**src/hw/fcs_pkg.sv**
```systemverilog
// Constants and types shared by the flash command host controller.
// Assumes a 200 MHz clk and a byte-wide flash device driven through its pins.
// Contract
// - High voltage id: A0 selects maker/device byte
// - Write needs select and strobe low, gate high
// - Upper three bits command, low five zero; codes 8'h30, 8'h50, 8'h90 and 8'hFF used here set low bits
// - Wait six microseconds after read command
// - Reset is two all-ones writes
// - Erase is two erase-code writes
// - Host checks erased byte reads all ones
// - Program: set-up code, then address and data
// - Autoselect code maps address 0/1 to ids
package fcs_pkg;
   // Register offsets of the controller
   localparam logic [7:0] FCS_OFF_CMD    = 8'h00;
   localparam logic [7:0] FCS_OFF_ADDR   = 8'h04;
   localparam logic [7:0] FCS_OFF_WDATA  = 8'h08;
   localparam logic [7:0] FCS_OFF_STATUS = 8'h0C;
   localparam logic [7:0] FCS_OFF_RDATA  = 8'h10;
   // Command register fields
   localparam int FCS_CMD_OP_LSB  = 0;
   localparam int FCS_CMD_GO_BIT  = 4;
   // Status fields
   localparam int FCS_ST_BUSY     = 0;
   localparam int FCS_ST_FAIL     = 1;
   localparam int FCS_ST_TMO      = 2;
   localparam int FCS_ST_SEQ      = 3;
   localparam int FCS_ST_PARITY   = 4;
   // Device command codes
   localparam logic [7:0] FCS_CODE_READ   = 8'h00;
   localparam logic [7:0] FCS_CODE_ERASE  = 8'h30;
   localparam logic [7:0] FCS_CODE_PROG   = 8'h50;
   localparam logic [7:0] FCS_CODE_AUTOSEL = 8'h90;
   localparam logic [7:0] FCS_CODE_RESET  = 8'hFF;
   localparam logic [7:0] FCS_ERASED      = 8'hFF;
   // Device data bit positions
   localparam int FCS_POLL_BIT    = 7;
   localparam int FCS_TMO_BIT     = 5;
   // Timing
   localparam int FCS_CLK_MHZ     = 200;
   localparam int FCS_READ_WAIT_US = 6;
   localparam int FCS_READ_WAIT_CYC = FCS_READ_WAIT_US * FCS_CLK_MHZ;
   localparam int FCS_STROBE_CYC  = 4;  // Phase length of a bus cycle
   localparam int FCS_ADDR_W      = 18;
   // Host operations requested by software
   typedef enum logic [2:0] {
      FCS_OP_READ    = 3'h0,
      FCS_OP_ID_HV   = 3'h1,
      FCS_OP_ID_CMD  = 3'h2,
      FCS_OP_PROGRAM = 3'h3,
      FCS_OP_ERASE   = 3'h4,
      FCS_OP_RESET   = 3'h5,
      FCS_OP_READCMD = 3'h6
   } fcs_op_t;
   // Bus cycle sequencer states, Gray along the usual path
   typedef enum logic [3:0] {
      FCS_S_IDLE  = 4'h0,
      FCS_S_W1    = 4'h1,
      FCS_S_W2    = 4'h3,
      FCS_S_WAIT  = 4'h2,
      FCS_S_RD    = 4'h6,
      FCS_S_POLL  = 4'h7,
      FCS_S_CHECK = 4'h5,
      FCS_S_DONE  = 4'h4
   } fcs_state_t;
endpackage

```
**src/hw/fcs_buscycle.sv**
```systemverilog
// Single flash bus cycle engine: one write or one read on the pins.
// Assumes the caller holds the request stable until done pulses.
module fcs_buscycle
   import fcs_pkg::*;
(
   input  wire logic                  clk,
   input  wire logic                  nrst,
   input  wire logic                  start,
   input  wire logic                  is_write,
   input  wire logic [FCS_ADDR_W-1:0] addr,
   input  wire logic [7:0]            wdata,
   input  wire logic [7:0]            dq_in,
   output logic                       done,
   output logic [7:0]                 rdata_ff,
   output logic                       ce_n_ff,
   output logic                       oe_n_ff,
   output logic                       we_n_ff,
   output logic [FCS_ADDR_W-1:0]      a_ff,
   output logic [7:0]                 dq_out_ff,
   output logic                       dq_oe_ff
);
   logic [2:0] ph_ff;
   logic [2:0] cnt_ff;
   logic [7:0] dq_s1_ff, dq_s2_ff, dq_s3_ff;
   // Phase 0 idle, 1 setup, 2 strobe low, 3 strobe high hold
   always_ff @(posedge clk or negedge nrst) begin
      if (!nrst) begin
         ph_ff  <= 3'h0;
         cnt_ff <= 3'h0;
      end else if (ph_ff == 3'h0) begin
         if (start) begin
            ph_ff  <= 3'h1;
            cnt_ff <= 3'(FCS_STROBE_CYC - 1);
         end
      end else if (cnt_ff != 3'h0) begin
         cnt_ff <= cnt_ff - 3'h1;
      end else begin
         ph_ff  <= (ph_ff == 3'h3) ? 3'h0 : ph_ff + 3'h1;
         cnt_ff <= 3'(FCS_STROBE_CYC - 1);
      end
   end
   assign done = (ph_ff == 3'h3) && (cnt_ff == 3'h0);
   // Pin drive; writes keep gate high so select and strobe alone act
   always_ff @(posedge clk or negedge nrst) begin
      if (!nrst) begin
         ce_n_ff   <= 1'b1;
         oe_n_ff   <= 1'b1;
         we_n_ff   <= 1'b1;
         a_ff      <= '0;
         dq_out_ff <= 8'h00;
         dq_oe_ff  <= 1'b0;
      end else begin
         ce_n_ff   <= !((ph_ff == 3'h1) || (ph_ff == 3'h2) || (start && ph_ff == 3'h0)) ||
                      (done);
         oe_n_ff   <= !(!is_write && ph_ff == 3'h2 && !(cnt_ff == 3'h0 && 1'b0));
         we_n_ff   <= !(is_write && ph_ff == 3'h1 && cnt_ff == 3'h0) &&
                      !(is_write && ph_ff == 3'h2 && cnt_ff != 3'h0);
         if (start && ph_ff == 3'h0)
            a_ff <= addr;                    // Stable before strobe falls
         dq_out_ff <= wdata;                 // Stable through strobe rise
         dq_oe_ff  <= is_write && (ph_ff != 3'h0 || start) && !done;
      end
   end
   // Three-stage pin sampling; accept when stages two and three agree
   always_ff @(posedge clk or negedge nrst) begin
      if (!nrst) begin
         dq_s1_ff <= 8'h00;
         dq_s2_ff <= 8'h00;
         dq_s3_ff <= 8'h00;
         rdata_ff <= 8'h00;
      end else begin
         dq_s1_ff <= dq_in;
         dq_s2_ff <= dq_s1_ff;
         dq_s3_ff <= dq_s2_ff;
         if (!is_write && ph_ff == 3'h3 && dq_s2_ff == dq_s3_ff)
            rdata_ff <= dq_s3_ff;
      end
   end
endmodule // fcs_buscycle

```
**src/hw/fcs_host.sv**
```systemverilog
// Host controller that runs flash command sequences on the device pins.
// Assumes an APB master on clk; the device is asynchronous and clockless.
//
// Decided for this implementation: the APB slave port and the register offsets.
module fcs_host
   import fcs_pkg::*;
(
   input  wire logic                  clk,
   input  wire logic                  nrst,
   input  wire logic                  psel,
   input  wire logic                  penable,
   input  wire logic                  pwrite,
   input  wire logic [7:0]            paddr,
   input  wire logic [31:0]           pwdata,
   output logic [31:0]                prdata,
   output logic                       pready,
   output logic                       pslverr,
   output logic                       ce_n,
   output logic                       oe_n,
   output logic                       we_n,
   output logic [FCS_ADDR_W-1:0]      addr,
   output logic [7:0]                 dq_out,
   output logic                       dq_oe,
   input  wire logic [7:0]            dq_in,
   output logic                       vpp_high,
   output logic                       id_high_voltage
);
   fcs_state_t st_ff;
   fcs_op_t    op_ff;
   logic [FCS_ADDR_W-1:0] addr_reg_ff;
   logic [7:0]  wdata_reg_ff, rdata_reg_ff, last_ff;
   logic        busy_ff, fail_ff, tmo_ff, seq_ff, par_ff, tog_ff;
   logic [10:0] wait_ff;
   logic        bc_start, bc_write, bc_done;
   logic [FCS_ADDR_W-1:0] bc_addr;
   logic [7:0]  bc_wdata, bc_rdata;
   logic [31:0] nxt_prdata;
   logic        wr_go;

   // Odd parity check of an id byte
   function automatic logic odd_par(input logic [7:0] b);
      return ^b;
   endfunction
   // Address decode
   function automatic logic hit(input logic [7:0] a, input logic [7:0] off);
      return a == off;
   endfunction

   assign wr_go = psel && penable && pwrite && hit(paddr, FCS_OFF_CMD) &&
                  pwdata[FCS_CMD_GO_BIT] && !busy_ff;

   // Software registers
   always_ff @(posedge clk or negedge nrst) begin
      if (!nrst) begin
         addr_reg_ff  <= '0;
         wdata_reg_ff <= 8'h00;
         op_ff        <= FCS_OP_READ;
      end else if (psel && penable && pwrite) begin
         if (hit(paddr, FCS_OFF_ADDR))
            addr_reg_ff <= pwdata[FCS_ADDR_W-1:0];
         if (hit(paddr, FCS_OFF_WDATA))
            wdata_reg_ff <= pwdata[7:0];
         if (wr_go)
            op_ff <= fcs_op_t'(pwdata[FCS_CMD_OP_LSB +: 3]);
      end
   end

   // APB read mux, one-wait-free answer
   always_comb begin
      nxt_prdata = 32'h0000_0000;
      if (hit(paddr, FCS_OFF_CMD))
         nxt_prdata = {28'h0000000, 1'b0, op_ff};
      else if (hit(paddr, FCS_OFF_ADDR))
         nxt_prdata = {{(32-FCS_ADDR_W){1'b0}}, addr_reg_ff};
      else if (hit(paddr, FCS_OFF_WDATA))
         nxt_prdata = {24'h000000, wdata_reg_ff};
      else if (hit(paddr, FCS_OFF_STATUS))
         nxt_prdata = {27'h0000000, par_ff, seq_ff, tmo_ff, fail_ff, busy_ff};
      else if (hit(paddr, FCS_OFF_RDATA))
         nxt_prdata = {24'h000000, rdata_reg_ff};
   end
   always_ff @(posedge clk or negedge nrst) begin
      if (!nrst) begin
         prdata  <= 32'h0000_0000;
         pready  <= 1'b0;
         pslverr <= 1'b0;
      end else begin
         prdata  <= nxt_prdata;
         pready  <= psel && !penable;
         pslverr <= psel && !penable && !(hit(paddr, FCS_OFF_CMD) ||
                    hit(paddr, FCS_OFF_ADDR) || hit(paddr, FCS_OFF_WDATA) ||
                    hit(paddr, FCS_OFF_STATUS) || hit(paddr, FCS_OFF_RDATA));
      end
   end

   // Bus cycle request for current state
   always_comb begin
      bc_start = 1'b0;
      bc_write = 1'b0;
      bc_addr  = addr_reg_ff;
      bc_wdata = FCS_CODE_READ;
      case (st_ff)
         FCS_S_W1: begin
            bc_start = 1'b1;
            bc_write = 1'b1;
            case (op_ff)
               FCS_OP_ERASE:   bc_wdata = FCS_CODE_ERASE;
               FCS_OP_PROGRAM: bc_wdata = FCS_CODE_PROG;
               FCS_OP_RESET:   bc_wdata = FCS_CODE_RESET;
               FCS_OP_ID_CMD:  bc_wdata = FCS_CODE_AUTOSEL;
               default:        bc_wdata = FCS_CODE_READ;
            endcase
         end
         FCS_S_W2: begin
            bc_start = 1'b1;
            bc_write = 1'b1;
            case (op_ff)
               FCS_OP_ERASE:   bc_wdata = FCS_CODE_ERASE;
               FCS_OP_RESET:   bc_wdata = FCS_CODE_RESET;
               default:        bc_wdata = wdata_reg_ff;
            endcase
         end
         FCS_S_RD, FCS_S_POLL: bc_start = 1'b1;
         default: bc_start = 1'b0;
      endcase
   end

   // Sequencer; only known codes ever issued
   always_ff @(posedge clk or negedge nrst) begin
      if (!nrst) begin
         st_ff   <= FCS_S_IDLE;
         wait_ff <= 11'h000;
      end else begin
         case (st_ff)
            FCS_S_IDLE: if (wr_go) begin
               case (fcs_op_t'(pwdata[FCS_CMD_OP_LSB +: 3]))
                  FCS_OP_READ, FCS_OP_ID_HV: st_ff <= FCS_S_RD;
                  default: st_ff <= FCS_S_W1;
               endcase
            end
            FCS_S_W1: if (bc_done) begin
               case (op_ff)
                  FCS_OP_ERASE, FCS_OP_PROGRAM, FCS_OP_RESET: st_ff <= FCS_S_W2;
                  FCS_OP_ID_CMD: st_ff <= FCS_S_RD;  // Id read in autoselect mode
                  FCS_OP_READCMD: begin
                     wait_ff <= 11'(FCS_READ_WAIT_CYC);
                     st_ff   <= FCS_S_WAIT;
                  end
                  default: st_ff <= FCS_S_DONE;
               endcase
            end
            FCS_S_W2: if (bc_done)
               st_ff <= (op_ff == FCS_OP_RESET) ? FCS_S_DONE : FCS_S_POLL;
            FCS_S_WAIT: begin
               if (wait_ff == 11'h000)
                  st_ff <= FCS_S_RD;  // First array read only after delay
               else
                  wait_ff <= wait_ff - 11'h001;
            end
            FCS_S_RD: if (bc_done) st_ff <= FCS_S_DONE;
            FCS_S_POLL: if (bc_done) st_ff <= FCS_S_CHECK;
            FCS_S_CHECK: begin
               // Poll again unless bit 7 settled or device timed out
               if (bc_rdata[FCS_POLL_BIT] == ((op_ff == FCS_OP_ERASE) ? 1'b1 :
                   wdata_reg_ff[FCS_POLL_BIT]))
                  st_ff <= (op_ff == FCS_OP_ERASE) ? FCS_S_RD : FCS_S_DONE;
               else if (bc_rdata[FCS_TMO_BIT])
                  st_ff <= FCS_S_DONE;  // Stop so software can reset
               else
                  st_ff <= FCS_S_POLL;
            end
            FCS_S_DONE: st_ff <= FCS_S_IDLE;
            default: st_ff <= FCS_S_IDLE;
         endcase
      end
   end

   // Status capture
   always_ff @(posedge clk or negedge nrst) begin
      if (!nrst) begin
         busy_ff      <= 1'b0;
         fail_ff      <= 1'b0;
         tmo_ff       <= 1'b0;
         seq_ff       <= 1'b0;
         par_ff       <= 1'b0;
         rdata_reg_ff <= 8'h00;
         last_ff      <= 8'h00;
         tog_ff       <= 1'b0;
      end else begin
         if (wr_go) begin
            busy_ff <= 1'b1;
            fail_ff <= 1'b0;
            tmo_ff  <= 1'b0;
         end else if (st_ff == FCS_S_DONE)
            busy_ff <= 1'b0;
         if (st_ff == FCS_S_CHECK && bc_rdata[FCS_TMO_BIT] &&
             bc_rdata[FCS_POLL_BIT] != ((op_ff == FCS_OP_ERASE) ? 1'b1 :
             wdata_reg_ff[FCS_POLL_BIT])) begin
            tmo_ff <= 1'b1;
            seq_ff <= bc_rdata[4];
         end
         if (st_ff == FCS_S_RD && bc_done) begin
            rdata_reg_ff <= bc_rdata;
            par_ff       <= odd_par(bc_rdata);
            if (op_ff == FCS_OP_ERASE && bc_rdata != FCS_ERASED)
               fail_ff <= 1'b1;
         end
         if (st_ff == FCS_S_CHECK) begin
            last_ff <= bc_rdata;
            tog_ff  <= bc_rdata[6] ^ last_ff[6];
         end
      end
   end

   // Supply and id pins; high id voltage only with low program supply
   always_ff @(posedge clk or negedge nrst) begin
      if (!nrst) begin
         vpp_high        <= 1'b0;
         id_high_voltage <= 1'b0;
      end else begin
         vpp_high        <= busy_ff && op_ff != FCS_OP_ID_HV && op_ff != FCS_OP_READ;
         id_high_voltage <= busy_ff && op_ff == FCS_OP_ID_HV;
      end
   end

   fcs_buscycle u_bc (
      .clk       (clk),
      .nrst      (nrst),
      .start     (bc_start),
      .is_write  (bc_write),
      .addr      (bc_addr),
      .wdata     (bc_wdata),
      .dq_in     (dq_in),
      .done      (bc_done),
      .rdata_ff  (bc_rdata),
      .ce_n_ff   (ce_n),
      .oe_n_ff   (oe_n),
      .we_n_ff   (we_n),
      .a_ff      (addr),
      .dq_out_ff (dq_out),
      .dq_oe_ff  (dq_oe)
   );
   // Command latch sits at no array address; kept by issuing only strobe cycles
endmodule // fcs_host

```
**config.mk**
```make
export PLATFORM = sky130hd
export DESIGN_NAME = fcs_host
export DESIGN_NICKNAME = d
export VERILOG_FILES = /design/src/hw/fcs_pkg.sv /design/src/hw/fcs_buscycle.sv /design/src/hw/fcs_host.sv
export SDC_FILE = /design/constraint.sdc
export NUM_CORES = 1
export LEC_CHECK = 0
export ABC_AREA = 1
export BUFFER_PORTS_ARGS = -buffer_cell sky130_fd_sc_hd__buf_2
export CORE_UTILIZATION = 35
export CTS_BUF_LIST = sky130_fd_sc_hd__clkbuf_4 sky130_fd_sc_hd__clkbuf_8
export DETAILED_ROUTE_END_ITERATION = 8
export PLACE_DENSITY = 0.65
export SLEW_MARGIN = 0
export SYNTH_ARGS = -nofsm -noshare
export SYNTH_HDL_FRONTEND = slang
export SYNTH_HIERARCHICAL = 1
export SYNTH_SLANG_ARGS = --single-unit
```
**constraint.sdc**
```tcl
create_clock -name clk -period 4 [get_ports clk]
set_input_delay 1.2 -clock clk [delete_from_list [all_inputs] [get_ports clk]]
set_output_delay 1.2 -clock clk [all_outputs]
set_load 0.005 [all_outputs]
```
==> key figures <==
Final layout
  • Net count, final: 915
  • Commonest non-fill, non-tap cell in the layout: nand2_1
  • Post-route cell area: 7672 um2
  • Layout cells sized above 1: 0.1993
  • Core Util, Final: 0.4115
  • Diode count: 0
  • Commonest non-fill, non-tap cells in the layout: nand2_1 (243), dfrtp_1 (143), buf_2 (89)
  • Layout area overhead: 15.57%
  • Fillers: 1883

Die
  • Core area: 18640 um2
  • Chip Width: 139.7 um
  • I/O pin count: 119
  • Die height: 139.7 um
  • Core Rows: 50
  • Die area: 19520 um2
  • Starting density of the core: 0.3561

Routing
  • Total number of vias: 5024
  • DR iter-0 viols: 248
  • Antenna Nets Post-Route: 0
  • Pre-antenna DRT Iters: 6
  • DRC: 0
  • WL met3: 538 um
  • Vias per cell: 4.580
  • Wire length on met2: 6618 um
  • WL met1: 6455 um
  • WL final: 13800 um
  • WL/cell: 12.58 um
  • Top routing layer used: met4

Clocking
  • TritonCTS clock tree: yes
  • # clock sinks: 146
  • CTS H-tree depth: 4
  • Num CTS Buffers: 17
  • Clk root buf: clkbuf_8
  • Hold Buf Count CTS: 0
  • Post-CTS Setup Repair Bufs: 0
  • Post_cts resized: 0
  • Bufs on Longest Clock Path: 2
  • Worst skew pair latency: 460 ps
  • Clock-pin slew on the worst setup and hold paths: 80 ps

Synth
  • Seq cells post-synth: 146
  • Synth async-reset ratio: 1.000
  • Combinational family with the most area after synthesis: simple AND/OR/NAND/NOR gates
  • Post-synth EDFFs: 0
  • Syn_area_per_cell: 8.817 um2
  • Adder-cell share of the synthesized area: 0.02262
  • Post-Syn Instances: 753
  • Simple-Gate Fraction of Synth Area: 0.2655
  • Synth Area in Compound Gates: 0.06804
  • Synth warnings: 6
  • Synth Flop Type: dfrtp_1
  • Cell Area, Synth: 6639 um2
  • Post-Synth XOR/XNOR Area: 0.01451
  • Mux cell area share after synthesis: 0
  • Sequential element share of the synthesized area: 0.5509
  • Synth unique cells: 44

Placed design
  • GP Congestion: 0.8535
  • Post-DP Area: 7257 um2
  • DPL Wire Length: 10110 um
  • Port bufs: 90
  • Pre-CTS setup slack: 981.5 ps

Critical path
  • CP required: 4310 ps
  • Worst Setup Start Kind: primary input
  • CP Max Fanout: 30
  • Critical Path Sink Type: flop
  • WP data arrival: 2840 ps
  • Critical path type: in2reg

Global routing
  • All-Layer GR Usage: 0.1503
  • Total gr overflow: 0
  • Vias in the first global route: 4716
  • Global-route wire length before repair: 23030 um
  • Largest net degree at the start of global routing: 73
  • Initial antenna violation count: 0

STA
  • Tcrit/Tclk final: 0.6327
  • Post-route setup slack: 1469 ps
  • Sum of negative setup slack: 0 ps
  • Setup Viol. Count Final: 0
  • Max Transition Viols Final: 0
  • RSZ-0062 raised after global routing: false
  • Clock skew: 13.60 ps
  • Final Hold Fails: 0
  • Period minus WS final: 2531 ps
  • Rel. slew slack: 0.5577
  • Actual slew at the worst max-slew pin: 661.8 ps
  • Max Fclk: 395.2 MHz

Run
  • Max Cap Viol: 0

Min path
  • HP Class: reg2reg

Power
  • Power per cell area: 537.8 nW/um2
  • Peak supply drop: 0.2057 mV
  • P_leak: 4.125 nW
  • Total power: 4.127 mW

Run status
  • Status: finished clean
==> report_power, final <==
group	internal [mW]	leakage [nW]	switching, mW
clock	0.610	0.208	0.598
sequential	1.67	1.83	0.162
combinational	0.405	2.09	0.682
==> state kept, by name (all words and copies together) (netlist names), 3 cells and up <==
| signal | flops |
|---|---|
| prdata | 18 |
| addr_reg_ff | 18 |
| u_bc/dq_out_ff | 8 |
| rdata_reg_ff | 8 |
| u_bc/dq_s2_ff | 8 |
| wdata_reg_ff | 8 |
| u_bc/ph_ff | 3 |
| wait_ff | 11 |
| u_bc/dq_s1_ff | 8 |
| st_ff | 3 |
| u_bc/dq_s3_ff | 8 |
| op_ff | 3 |
| u_bc/cnt_ff | 3 |
| u_bc/a_ff | 18 |
| u_bc/rdata_ff | 8 |
==> worst max-delay path: stages <==
cell and delay (ps):
buf_2 100, nor2_1 140, nand3_1 180, nor2_4 230, inv_2 230, nor2_4 570
o21ai_0 170
==> routing by layer <==
metal	vias up	track usage
met5	-	0
met4	0	0.05321
met3	12	0.03716
met2	96	0.2395
met1	2376	0.1986
li1	2540	-
==> worst paths after layout <==
kind | slack (ps) | start | cells after the start | endpoint
setup / recovery | 1470 | paddr[1] | 7 | addr_reg_ff[17]
hold / removal | 350 | u_bc/dq_s1_ff[4] | 0 | u_bc/dq_s2_ff[4]
setup reg to reg | 1880 | st_ff[0] | 9 | u_bc/a_ff[17]
hold reg to reg | 350 | u_bc/dq_s1_ff[4] | 0 | u_bc/dq_s2_ff[4]
max in group asynchronous | 2510 | nrst | 2 | u_bc/dq_s2_ff[3]
min in group asynchronous | 760 | nrst | 1 | wait_ff[5]
==> cell families (layout without fill, tap and decap cells) <==
logic type | Yosys count | count (layout)
AND/OR/NAND/NOR | 400 | 400
flip-flops | 146 | 146
buffers and inverters | 106 | 203
AO/OA/AOI/OAI | 77 | 77
adder cells (fa/ha/maj) | 12 | 12
XOR/XNOR | 11 | 11
other | 1 | 14
==> per-stage QoR <==
| stage | hold WS, ps | instances |
|---|---|---|
| after floorplan | 331.2 | 766 |
| after global placement | 334.1 | 1065 |
| after detailed placement | 334.7 | 1065 |
| after CTS | 354.3 | 1097 |
| after global routing | 360.1 | 1097 |
| final | 351.4 | 1097 |
==> cell usage after synthesis (6+ instances only) <==
master,n,area [um2]
dfrtp_1,143,3578
a21oi_1,7,35.03
nand2_1,243,912.1
ha_1,12,150.1
o21ai_0,49,245.2
nand3_1,44,220.2
nand4_1,10,62.56
inv_1,68,255.2
inv_2,8,30.03
o21ai_2,6,52.55
nor2_1,71,266.5
buf_4,20,150.1
xnor2_1,6,52.55
==> area by class of cell <==
class	instances	area [um2]	area share
inverter	77	294.0	0.03832
multi-input combinational	514	2514	0.3276
sequential	146	3657	0.4767
clock buffer	20	269.0	0.03506
tap	234	292.8	0.03816
timing repair buffer	94	499.2	0.06507
clock inverter	12	146.4	0.01908
(Power assumes the default switching activity.)
